$ cat src/rtl/src_defines.svh
// Offsets, fields, reset values and timing counts of the controller.
// Assumes a 32-bit AHB-Lite word map and a 50 MHz system clock.
`ifndef SRC_DEFINES_SVH
`define SRC_DEFINES_SVH
// Register word offsets (haddr[7:2])
`define SRC_SLEEP 6'h00
`define SRC_PRR 6'h01
`define SRC_RSTAT 6'h02
`define SRC_RCTRL 6'h03
`define SRC_UNLOCK 6'h04
`define SRC_WDCTRL 6'h05
`define SRC_WDWIN 6'h06
`define SRC_WDSTAT 6'h07
`define SRC_VECT 6'h08
// Sleep mode codes
`define SRC_M_IDLE 3'h0
`define SRC_M_PDOWN 3'h2
`define SRC_M_PSAVE 3'h3
`define SRC_M_STDBY 3'h6
`define SRC_M_ESTDBY 3'h7
// Reset status bit positions
`define SRC_F_POR 0
`define SRC_F_EXT 1
`define SRC_F_BOD 2
`define SRC_F_WDT 3
`define SRC_F_PDI 4
`define SRC_F_SW 5
// Reset values and keys
`define SRC_RST_FLAGS 6'h01
`define SRC_KEY 8'h5A
`define SRC_UNLOCK_WIN 3'h4
`define SRC_RST_STRETCH 3'h4
`define SRC_PER_MAX 4'hA
// Watchdog tick period in us, clock in MHz
`define SRC_TICK_US 1000
`define SRC_CLK_MHZ 50
`endif

$ cat src/rtl/src_pkg.sv
// Types of the sleep, reset and watchdog controller.
// Assumes src_defines.svh for all numeric constants.
package src_pkg;
    // Sleep state
    typedef enum logic [0:0] {
        SRC_ACTIVE = 1'b0,
        SRC_ASLEEP = 1'b1
    } src_state_t;

    // Whole controller state
    typedef struct packed {
        src_state_t st;
        logic sleep_en;
        logic [2:0] smode;
        logic [7:0] prr;
        logic boot_vec;
        logic [5:0] flags;
        logic [2:0] unlock;
        logic wd_en;
        logic [3:0] wd_per;
        logic win_en;
        logic [3:0] win_per;
        logic [15:0] div;
        logic [13:0] wd_cnt;
        logic [2:0] int_rst;
        logic wr_pend;
        logic [5:0] waddr;
        logic [31:0] hrdata;
        logic cpu_clk_en;
        logic nvm_clk_en;
        logic [7:0] periph_clk_en;
        logic rtc_clk_en;
        logic osc_en;
    } src_state_s_t;
endpackage : src_pkg

$ cat src/rtl/src_ctrl.sv
// Sleep control, reset merging and watchdog with an AHB-Lite slave.
// Assumes synchronous inputs on hclk except the async reset sources.
//
// How it works
// - Idle stops CPU and NVM, any irq wakes
// - Power-down stops all; TWI or port wakes
// - Power-save adds running RTC and RTC wake
// - Standby keeps oscillators, else like power-down
// - Extended standby keeps oscillators, else power-save
// - Sleep only from active; irq/reset wake
// - Power reduction bit gates peripheral clock
// - Reset forces registers to initial values
// - Start at vector 0 or boot start
// - Any reset tri-states ports; pin, supply and debug port resets asynchronously
// - Last reset cause kept in status
// - Held in reset while pin low
// - Supply low resets; brown-out when enabled
// - Watchdog expiry resets when enabled
// - Debug port reset request is a source
// - Software reset only inside unlock window
// - Eleven periods, 8 ms to 8 s
// - Watchdog counts 1 kHz ticks
// - Standard mode: restart before timeout
// - Window mode: restart only inside window
// - Watchdog changes need unlock sequence
// - Always-on fuse keeps watchdog enabled
//
// The address map and the AHB-Lite slave port were left to the implementer.
`timescale 1ns/1ps
`include "src_defines.svh"
module src_ctrl #(
    parameter int TICK_CYCLES = `SRC_TICK_US * `SRC_CLK_MHZ,
    parameter logic [15:0] BOOT_ADDR = 16'h8000
) (
    // Clock and power-on reset
    input wire logic hclk,
    input wire logic hresetn,
    // AHB-Lite slave
    input wire logic hsel,
    input wire logic [31:0] haddr,
    input wire logic [1:0] htrans,
    input wire logic hwrite,
    input wire logic [2:0] hsize,
    input wire logic [31:0] hwdata,
    input wire logic hready,
    output logic hreadyout,
    output logic hresp,
    output logic [31:0] hrdata,
    // Reset sources
    input wire logic ext_reset_n,
    input wire logic bod_low,
    input wire logic bod_fuse_en,
    input wire logic program_debug_port_rst,
    // Core and wake events
    input wire logic cpu_sleep,
    input wire logic watchdog_restart_instruction,
    input wire logic irq_any,
    input wire logic twi_match_irq,
    input wire logic port_async_irq,
    input wire logic rtc_irq,
    input wire logic rtc_en,
    input wire logic wd_always_on_fuse,
    // Clock gates and reset outputs
    output logic cpu_clk_en,
    output logic nvm_clk_en,
    output logic [7:0] periph_clk_en,
    output logic rtc_clk_en,
    output logic osc_en,
    output logic sys_reset_n,
    output logic port_hiz,
    output logic [15:0] reset_vector
);

    ////////////////////////////////////////////////////////////////
    // State
    src_pkg::src_state_s_t s; // Current state
    src_pkg::src_state_s_t next_s; // Next state
    logic arst_n; // Merged async reset
    logic in_rst; // Block held in reset
    logic tick; // 1 kHz watchdog tick
    logic [13:0] per_ticks; // Open period length
    logic [13:0] win_ticks; // Closed window length
    logic [14:0] limit; // Total timeout, one bit wider
    logic expire; // Watchdog expiry
    logic wake; // Wake event
    logic [31:0] wd; // Write data, hwdata unmasked
    logic [15:0] tick_max; // Divider terminal count

    // Async merge of external sources
    assign arst_n = hresetn & ext_reset_n & ~program_debug_port_rst
        & ~(bod_low & bod_fuse_en);
    assign in_rst = ~sys_reset_n;
    assign tick_max = 16'(TICK_CYCLES - 1);
    assign tick = (s.div == tick_max);

    // Period is 8 ticks shifted by the code
    assign per_ticks = 14'(14'h0008 << s.wd_per);
    assign win_ticks = s.win_en ? 14'(14'h0008 << s.win_per) : 14'h0000;
    // Both at the longest code reach 2^14
    assign limit = 15'({1'b0, per_ticks} + {1'b0, win_ticks});
    assign wd = hwdata;

    ////////////////////////////////////////////////////////////////
    // Next-state logic
    always_comb
    begin
        next_s = s;
        wake = 1'b0;
        expire = 1'b0;
        // Divider for the watchdog tick
        next_s.div = tick ? 16'h0000 : 16'(s.div + 16'h0001);

        // Unlock window countdown
        if (s.unlock != 3'h0)
        begin
            next_s.unlock = 3'(s.unlock - 3'h1);
        end

        // Internal reset stretch countdown
        if (s.int_rst != 3'h0)
        begin
            next_s.int_rst = 3'(s.int_rst - 3'h1);
        end

        // Watchdog count and restart
        if (s.wd_en)
        begin
            if (watchdog_restart_instruction)
            begin
                next_s.wd_cnt = 14'h0000;
                // Restart in closed window is a fault
                if (s.win_en && s.wd_cnt < win_ticks)
                begin
                    expire = 1'b1;
                end
            end
            else if (tick)
            begin
                // Wide compare for the 2^14 span
                if (({1'b0, s.wd_cnt} + 15'h0001) >= limit)
                begin
                    expire = 1'b1;
                    next_s.wd_cnt = 14'h0000;
                end
                else
                begin
                    next_s.wd_cnt = 14'(s.wd_cnt + 14'h0001);
                end
            end
        end
        else
        begin
            next_s.wd_cnt = 14'h0000;
        end

        // Start an internal reset
        if (expire)
        begin
            next_s.int_rst = `SRC_RST_STRETCH;
            next_s.flags[`SRC_F_WDT] = 1'b1;
        end

        // Wake source selection per mode
        unique case (s.smode)
            `SRC_M_IDLE: wake = irq_any;
            `SRC_M_PDOWN, `SRC_M_STDBY:
                wake = twi_match_irq | port_async_irq;
            `SRC_M_PSAVE, `SRC_M_ESTDBY:
                wake = twi_match_irq | port_async_irq
                    | (rtc_irq & rtc_en);
            default: wake = irq_any;
        endcase

        // Sleep state machine
        unique case (s.st)
            src_pkg::SRC_ACTIVE:
            begin
                if (cpu_sleep && s.sleep_en)
                begin
                    next_s.st = src_pkg::SRC_ASLEEP;
                end
            end
            src_pkg::SRC_ASLEEP:
            begin
                if (wake || expire)
                begin
                    next_s.st = src_pkg::SRC_ACTIVE;
                end
            end
        endcase

        // Bus write in data phase
        if (s.wr_pend && !in_rst)
        begin
            unique case (s.waddr)
                `SRC_SLEEP:
                begin
                    next_s.sleep_en = wd[0];
                    next_s.smode = wd[3:1];
                end
                `SRC_PRR: next_s.prr = wd[7:0];
                `SRC_RSTAT:
                begin
                    // Clear old causes, keep ones set now
                    next_s.flags = (s.flags & ~wd[5:0]) | (next_s.flags ^ s.flags);
                end
                `SRC_RCTRL:
                begin
                    if (s.unlock != 3'h0 && wd[0])
                    begin
                        next_s.int_rst = `SRC_RST_STRETCH;
                    end
                end
                `SRC_UNLOCK:
                begin
                    if (wd[7:0] == `SRC_KEY)
                    begin
                        next_s.unlock = `SRC_UNLOCK_WIN;
                    end
                end
                `SRC_WDCTRL:
                begin
                    if (s.unlock != 3'h0 && wd[4:1] <= `SRC_PER_MAX)
                    begin
                        next_s.wd_en = wd[0] | wd_always_on_fuse;
                        next_s.wd_per = wd[4:1];
                        next_s.wd_cnt = 14'h0000;
                    end
                end
                `SRC_WDWIN:
                begin
                    if (s.unlock != 3'h0 && wd[4:1] <= `SRC_PER_MAX)
                    begin
                        next_s.win_en = wd[0];
                        next_s.win_per = wd[4:1];
                    end
                end
                `SRC_VECT: next_s.boot_vec = wd[0];
                default: next_s.prr = next_s.prr;
            endcase
        end

        // Software reset sets its cause after the write above
        if (s.wr_pend && !in_rst && s.waddr == `SRC_RCTRL && s.unlock != 3'h0 && wd[0])
        begin
            next_s.flags[`SRC_F_SW] = 1'b1;
        end

        // Address phase capture
        next_s.wr_pend = 1'b0;
        if (hsel && htrans[1] && hready)
        begin
            next_s.wr_pend = hwrite;
            next_s.waddr = haddr[7:2];
            // Read data from the updated state, except the WDSTAT sleep bit, which is taken from the current state
            unique case (haddr[7:2])
                `SRC_SLEEP: next_s.hrdata = {28'h0, next_s.smode, next_s.sleep_en};
                `SRC_PRR: next_s.hrdata = {24'h0, next_s.prr};
                `SRC_RSTAT: next_s.hrdata = {26'h0, next_s.flags};
                `SRC_UNLOCK: next_s.hrdata = {29'h0, next_s.unlock};
                `SRC_WDCTRL: next_s.hrdata = {27'h0, next_s.wd_per, next_s.wd_en};
                `SRC_WDWIN: next_s.hrdata = {27'h0, next_s.win_per, next_s.win_en};
                `SRC_WDSTAT: next_s.hrdata = {17'h0, s.st, next_s.wd_cnt};
                `SRC_VECT: next_s.hrdata = {31'h0, next_s.boot_vec};
                default: next_s.hrdata = 32'h0000_0000;
            endcase
        end

        // Registers forced to initial values during reset
        if (in_rst)
        begin
            next_s.st = src_pkg::SRC_ACTIVE;
            next_s.sleep_en = 1'b0;
            next_s.smode = `SRC_M_IDLE;
            next_s.prr = 8'h00;
            next_s.boot_vec = 1'b0;
            next_s.unlock = 3'h0;
            next_s.wd_en = wd_always_on_fuse;
            next_s.wd_per = `SRC_PER_MAX;
            next_s.win_en = 1'b0;
            next_s.win_per = 4'h0;
            next_s.wd_cnt = 14'h0000;
            next_s.wr_pend = 1'b0;
        end

        // Always-on fuse overrides any disable
        if (wd_always_on_fuse)
        begin
            next_s.wd_en = 1'b1;
        end

        // Cause capture, set wins over clear
        if (!ext_reset_n)
        begin
            next_s.flags[`SRC_F_EXT] = 1'b1;
        end
        if (bod_low && bod_fuse_en)
        begin
            next_s.flags[`SRC_F_BOD] = 1'b1;
        end
        if (program_debug_port_rst)
        begin
            next_s.flags[`SRC_F_PDI] = 1'b1;
        end

        // Clock gates per mode
        next_s.cpu_clk_en = 1'b1;
        next_s.nvm_clk_en = 1'b1;
        next_s.periph_clk_en = ~next_s.prr;
        next_s.rtc_clk_en = rtc_en;
        next_s.osc_en = 1'b1;
        if (next_s.st == src_pkg::SRC_ASLEEP)
        begin
            next_s.cpu_clk_en = 1'b0;
            next_s.nvm_clk_en = 1'b0;
            if (next_s.smode != `SRC_M_IDLE)
            begin
                next_s.periph_clk_en = 8'h00;
                // RTC runs only in the save modes
                next_s.rtc_clk_en = rtc_en && (next_s.smode == `SRC_M_PSAVE
                    || next_s.smode == `SRC_M_ESTDBY);
                // Oscillators kept only in standby modes
                next_s.osc_en = next_s.smode[2];
            end
        end
    end

    ////////////////////////////////////////////////////////////////
    // State register, power-on reset
    always_ff @(posedge hclk or negedge hresetn)
    begin
        if (!hresetn)
        begin
            s <= '0;
            s.flags <= `SRC_RST_FLAGS;
            s.wd_per <= `SRC_PER_MAX;
            s.cpu_clk_en <= 1'b1;
            s.nvm_clk_en <= 1'b1;
            s.periph_clk_en <= 8'hFF;
            s.osc_en <= 1'b1;
        end
        else
        begin
            s <= next_s;
        end
    end

    ////////////////////////////////////////////////////////////////
    // Reset output, asserted with no clock by external sources, on an hclk edge by internal ones
    always_ff @(posedge hclk or negedge arst_n)
    begin
        if (!arst_n)
        begin
            sys_reset_n <= 1'b0;
            port_hiz <= 1'b1;
        end
        else
        begin
            sys_reset_n <= (s.int_rst == 3'h0);
            port_hiz <= (s.int_rst != 3'h0);
        end
    end

    // Bus response tied off, other outputs from state flops
    assign hreadyout = 1'b1;
    assign hresp = 1'b0;
    assign hrdata = s.hrdata;
    assign cpu_clk_en = s.cpu_clk_en;
    assign nvm_clk_en = s.nvm_clk_en;
    assign periph_clk_en = s.periph_clk_en;
    assign rtc_clk_en = s.rtc_clk_en;
    assign osc_en = s.osc_en;
    assign reset_vector = s.boot_vec ? BOOT_ADDR : 16'h0000;

endmodule : src_ctrl

$ cat config.mk
export PLATFORM = sky130hd
export DESIGN_NAME = src_ctrl
export DESIGN_NICKNAME = d
export VERILOG_FILES = /design/src/rtl/src_pkg.sv /design/src/rtl/src_ctrl.sv
export VERILOG_INCLUDE_DIRS = /design/src /design/src/rtl
export SDC_FILE = /design/constraint.sdc
export NUM_CORES = 1
export LEC_CHECK = 0
export ABC_AREA = 1
export BUFFER_PORTS_ARGS = -buffer_cell sky130_fd_sc_hd__buf_2
export CORE_UTILIZATION = 59
export CTS_CLUSTER_DIAMETER = 100
export DETAILED_ROUTE_END_ITERATION = 8
export GPL_TIMING_DRIVEN = 1
export PLACE_DENSITY = 0.85
export SLEW_MARGIN = 30
export SYNTH_ARGS = -nofsm -noshare
export SYNTH_HDL_FRONTEND = slang
export SYNTH_SLANG_ARGS = --single-unit
$ cat constraint.sdc
create_clock -name hclk -period 5.7 [get_ports hclk]
set_input_delay 1.14 -clock hclk [delete_from_list [all_inputs] [get_ports hclk]]
set_output_delay 1.14 -clock hclk [all_outputs]
set_load 0.02 [all_outputs]
# Yosys cells after proc, flatten, opt, wreduce, memory -nomap -nowiden
# Cells that the tools add are included.
[op_classes] addsub=6 magnitude_cmp=3 n_eq_ne=22 shift=2 n_mux=49 bitwise_logic=16 reduce_logical=22
[ops] operator="$mux 14" n=9
[ops] operator="$pmux 15 s8" n=1
[ops] operator="$eq 6x3->1 const B" n=7
[ops] operator="$mux 39" n=1
[ops] operator="$mux 16" n=2
[ops] operator="$mux 32" n=1
[ops] operator="$shl 4x4->14 const A" n=2
[ops] operator="$mux 3" n=7
[ops] operator="$mux 5" n=4
[ops] operator="$eq 6x2->1 const B" n=3
[ops] operator="$mux 17" n=1
[ops] operator="$add 16x1->16 const B" n=1
[ops] operator="$eq 16x16->1 const B" n=1
[ops] operator="$add 14x1->15 const B" n=1
[ops] operator="$add 14x14->15" n=1
[ops] operator="$ge 15x15->1" n=1
[ops] operator="$mux 1" n=15
[ops] operator="$add 14x1->14 const B" n=1
[ops] operator="$lt 14x14->1" n=1
[ops] operator="$mux 13" n=1
[ops] operator="$eq 6x1->1 const B" n=2
[ops] operator="$eq 6x4->1 const B" n=2
[ops] operator="$logic_and 1x1->1" n=12
[ops] operator="$logic_not 6->1" n=2
[ops] operator="other kinds (23)" n=41
[totals] regBits=119 output_inout_bits=64 word_cells=144

# Logic depth before layout (Yosys ltp)
[logic_depth] depth_word=19 mapped_depth=29 depth_no_buf=29

# Worst setup path before layout
# OpenSTA, ideal clock, no wires.
[synth_timing] path_kind="reg-to-reg" startpoint="reg s[88] (netlist bit)" endpoint="reg, netlist name periph_clk_en[4]" setup_time_ps=78 t_arrival_ps=3195 slack_ps=2427 stages_incl_launch_ff=27 cell_sequence="dfrtp_1 -> inv_1 -> nor2_1 -> inv_1 -> nor2_1 -> inv_1 -> nor2_1 -> ha_1 -> nand3_1 -> and2_1 -> o221ai_1 -> a31oi_1 -> o21a_1 -> ha_1 -> nand2_1 -> nor2_1 -> and2_1 -> nand2_1 -> nand3_2 -> nand2_8 -> nand2_1 -> nand2_2 -> nand2_1 -> nand2_1 -> nand2_4 -> nor2_8 -> nor2_2"
[synth_rtl] item="from (decl)" line="src_ctrl.sv:76" source="src_pkg::src_state_s_t s;"
[synth_rtl] item="from (signal assigned)" line="src_ctrl.sv:344" source="s <= next_s;"

==> impl_summary.log <==
INFO  metric num_io_pins = 150
INFO  metric number_of_different_library_cells_in_the_post_synthesis_netlist = 53
INFO  metric worst_clock_skew = 0.007510 ns
INFO  metric die-area = 12440 um^2
INFO  metric netlist.area_leader.share = 0.3076
INFO  metric clockPowerShare = 0.390
INFO  metric row_count = 39
INFO  metric cts-hold-fix-buffers = 0
INFO  metric die_w = 111.5 um
INFO  metric timing.final.setup_violations = 0
INFO  metric ir_worst_vdd = 0.1918 mV
INFO  metric fin_crit_sh = 0.6765
INFO  metric ys_seq_elements = 101
INFO  metric numPortBuffers = 61
INFO  metric relSlewSlack = 0.5331
INFO  metric flow.area_growth_from_synthesis = 5.817%
INFO  metric maximum_number_of_buffers_from_clock_root_to_sink = 2
INFO  metric cts_sinks = 101
INFO  metric crit_path_max_delay_family = simple AND/OR/NAND/NOR gates
INFO  metric cap_viol_max_count = 0
INFO  metric failed_checks = DRC
INFO  metric p_leak = 3.918 nW
INFO  metric comb_power_share = 0.129
INFO  metric count_of_flip_flops_with_a_built_in_enable_after_synthesis = 0
INFO  metric critical_path.max_stage_delay = 0.38 ns
INFO  metric antenna_found_initial = 0
INFO  metric design.core.area = 11560 um^2
INFO  metric criticalPathCategory = flip-flop to flip-flop
INFO  metric largest_net_degree_at_the_start_of_global_routing = 58
INFO  metric global_route.overflow_total = 0
INFO  metric postSynthCellCount = 945
INFO  metric cts_tree = yes
INFO  metric drive_gt1_frac = 0.1501
INFO  metric via_count_of_the_first_global_routing_pass = 5663
INFO  metric timing.setup.tns = 0 ns
INFO  metric post_cts_buffers = 0
INFO  metric place.detailed.hpwl = 12210 um
INFO  metric rsz0062_at_grt = no
INFO  metric htree_num_levels = 3
INFO  metric floorplan.initialDensity = 0.6119
INFO  metric gp_congestion = 0.9619
INFO  metric async_reset_ff_frac = 1.000
INFO  metric power.density_cell_area = 214.4 nW/um^2
INFO  metric cts.repair.resized = 0
INFO  metric cts_buffers = 9
INFO  metric register_area = 2545 um^2
INFO  metric post-synth-top-area-cell = sky130_fd_sc_hd__dfrtp_1
INFO  metric status = finished with violations
INFO  metric fmax = 0.2593 GHz
INFO  metric synth.yosys.warnings = 0
INFO  metric num-fill-cells = 1006
INFO  metric cts_root_buffer = sky130_fd_sc_hd__clkbuf_16
INFO  metric drt_wl_total = 15910 um
INFO  metric clk_pin_slew = 0.07 ns
INFO  metric ys_top_cells_by_area = sky130_fd_sc_hd__dfrtp_1 31%, sky130_fd_sc_hd__nand2_1 11%, sky130_fd_sc_hd__ha_1 7.1%
INFO  metric multi_input_area = 3633 um^2
INFO  metric critical_path.most_common_cell = sky130_fd_sc_hd__nand2_1
INFO  metric grt_pass1_wl = 26280 um
INFO  metric worst_path_max_delay_cell = sky130_fd_sc_hd__dfrtp_1
INFO  metric crit_path_end_kind = flip-flop
INFO  metric cp.required = 5.98 ns
INFO  metric number_of_design_rule_violations_left_by_the_first_detailed_router_iteration = 466
INFO  metric hold_path_class = flip-flop to flip-flop
INFO  metric drt.antenna.violating_nets = 0
INFO  metric insertion_delay = 0.35 ns
INFO  metric final.min_clock_period = 3.856 ns
INFO  metric syn_area_per_cell = 7.489 um^2
INFO  metric worstPathBufferInverterCount = 3
INFO  metric synth_flop_cell = sky130_fd_sc_hd__dfrtp_1
INFO  metric finish.net_count = 1108
INFO  metric viasPerCell = 5.295
INFO  metric mostFrequentLayoutCells = 208 x sky130_fd_sc_hd__nand2_1, 129 x sky130_fd_sc_hd__inv_1, 128 x sky130_fd_sc_hd__nor2_1
INFO  metric n_antenna_cell = 0
INFO  metric internal-power = 1.151 mW
INFO  metric post-layout-total-power = 1.605 mW
INFO  metric cp.arrival = 4.13 ns
INFO  metric detail_route.first_pass.iterations = 7
INFO  metric dr_total_vias = 5978
INFO  metric ys_seq_area_frac = 0.3596
INFO  metric synth.cell_area = 7077 um^2
INFO  metric slew_violations = 0
INFO  metric timing.critical_path.from_type = flip-flop
INFO  metric layout.cells.most_common = sky130_fd_sc_hd__nand2_1
INFO  metric drc = 6
INFO  metric drt-wirelength-per-cell = 14.09 um
INFO  metric track_usage = 0.2668
INFO  metric switching_share = 0.2829
INFO  metric worstPathMaxFanout = 8
INFO  metric max_slew.worst_pin.slew = 0.7004 ns
INFO  metric fin_hold_viols = 0
INFO  metric die-height = 111.5 um
INFO  metric net-switching-power = 454.0 uW
INFO  metric power_frac_seq = 0.481
==> per-layer routing <==
layer	share of wire	track usage	up-vias
met4	0.028	0.1018	0
met3	0.064	0.04355	43
met1	0.44	0.3543	2754
met2	0.47	0.4392	216
li1	-	-	2965
met5	0	0	-
==> cell usage after synthesis (9+ instances only) <==
cell / number
sky130_fd_sc_hd__o21ai_1: 10
sky130_fd_sc_hd__xor2_1: 18
sky130_fd_sc_hd__nand3_1: 44
sky130_fd_sc_hd__inv_1: 129
sky130_fd_sc_hd__or2_2: 9
sky130_fd_sc_hd__dfstp_2: 14
sky130_fd_sc_hd__ha_1: 40
sky130_fd_sc_hd__buf_4: 60
sky130_fd_sc_hd__a21oi_1: 27
sky130_fd_sc_hd__o21ai_0: 32
sky130_fd_sc_hd__nor2_2: 16
sky130_fd_sc_hd__nand4_1: 16
sky130_fd_sc_hd__nor3_1: 17
sky130_fd_sc_hd__nand2_1: 208
sky130_fd_sc_hd__dfrtp_1: 87
sky130_fd_sc_hd__nor2_1: 128
==> power by group through the flow <==
| stage | combinational [mW] | sequential (mW) | clock, mW |
|---|---|---|---|
| after global routing | 0.230 | 0.774 | 0.655 |
| after detailed placement | 0.206 | 0.784 | 0 |
| final | 0.207 | 0.771 | 0.627 |
| after global placement | 0.200 | 0.782 | 0 |
| after floorplan | 0.154 | 0.785 | 0 |
| after CTS | 0.207 | 0.771 | 0.633 |
==> cell families after synthesis <==
logic type | after synthesis | share of synthesized area
AND/OR/NAND/NOR | 476 | 0.3106
buffers and inverters | 202 | 0.1439
flip-flops | 101 | 0.3596
AO/OA/AOI/OAI | 97 | 0.07903
adder cells (fa/ha/maj) | 41 | 0.07355
XOR/XNOR | 26 | 0.03218
other | 2 | 0.001061
==> state kept, by name, indices dropped and copies added (netlist names) <==
| name | cells |
|---|---|
| cpu_clk_en | 1 |
| osc_en | 1 |
| s | 73 |
| port_hiz | 1 |
| hrdata | 15 |
| rtc_clk_en | 1 |
| sys_reset_n | 1 |
| periph_clk_en | 8 |
==> worst register-to-register path, stage by stage, from the launching register on <==
cell	delay, ns
sky130_fd_sc_hd__dfrtp_1	0.38
sky130_fd_sc_hd__inv_1	0.10
sky130_fd_sc_hd__nor2_1	0.05
sky130_fd_sc_hd__inv_1	0.08
sky130_fd_sc_hd__nor2_1	0.05
sky130_fd_sc_hd__inv_1	0.09
sky130_fd_sc_hd__nor2_1	0.07
sky130_fd_sc_hd__ha_1	0.35
sky130_fd_sc_hd__nand3_1	0.10
sky130_fd_sc_hd__and2_1	0.20
sky130_fd_sc_hd__o221ai_1	0.31
sky130_fd_sc_hd__a31oi_1	0.18
sky130_fd_sc_hd__o21a_1	0.22
sky130_fd_sc_hd__ha_1	0.29
sky130_fd_sc_hd__nand2_1	0.09
sky130_fd_sc_hd__nor2_1	0.06
sky130_fd_sc_hd__and2_1	0.13
sky130_fd_sc_hd__nand2_1	0.07
sky130_fd_sc_hd__nand3_2	0.13
sky130_fd_sc_hd__nand2_8	0.13
sky130_fd_sc_hd__nand2_1	0.07
sky130_fd_sc_hd__nand2_2	0.15
sky130_fd_sc_hd__nand2_1	0.08
sky130_fd_sc_hd__nand2_1	0.10
sky130_fd_sc_hd__nand2_4	0.09
sky130_fd_sc_hd__nor2_8	0.19
sky130_fd_sc_hd__nor2_2	0.05
==> per-stage QoR <==
step | util | instances | setup WS [ns] | hold WS, ns | instance area (um^2)
after floorplan | - | 977 | 2.427 | 0.4223 | 7197
after global placement | 0.6214 | 1113 | 1.966 | 0.4366 | 7187
after detailed placement | 0.6214 | 1113 | 1.889 | 0.4371 | 7187
after CTS | 0.6475 | 1129 | 1.865 | 0.4478 | 7488
after global routing | 0.6475 | 1129 | 1.548 | 0.4581 | 7488
final | 0.6475 | 1129 | 1.844 | 0.4500 | 7488
==> final cells by class <==
class	instances	share of cell area
Clock inverter	5	0.007853
Inverter	131	0.06667
Timing Repair Buffer	64	0.04411
Tap cell	143	0.02389
Sequential cell	101	0.3398
Clock buffer	11	0.03241
Multi-Input combinational cell	674	0.4852
==> final timing paths <==
| kind | from | to | slack (ns) | cells past startpoint |
|---|---|---|---|---|
| setup / recovery | s[88]$_DFF_PN0_ | periph_clk_en[5]$_DFF_PN1_ | 1.84 | 26 |
| hold / removal | s[97]$_DFF_PN1_ | s[97]$_DFF_PN1_ | 0.45 | 2 |
| setup reg to reg | s[88]$_DFF_PN0_ | periph_clk_en[5]$_DFF_PN1_ | 1.84 | 26 |
| hold reg to reg | s[97]$_DFF_PN1_ | s[97]$_DFF_PN1_ | 0.45 | 2 |
| max in group asynchronous | hresetn | hrdata[4]$_DFFE_PN0P_ | 3.82 | 2 |
| min in group asynchronous | hresetn | s[94]$_DFF_PN0_ | 0.78 | 1 |
Power figures use the tool's default switching activity.
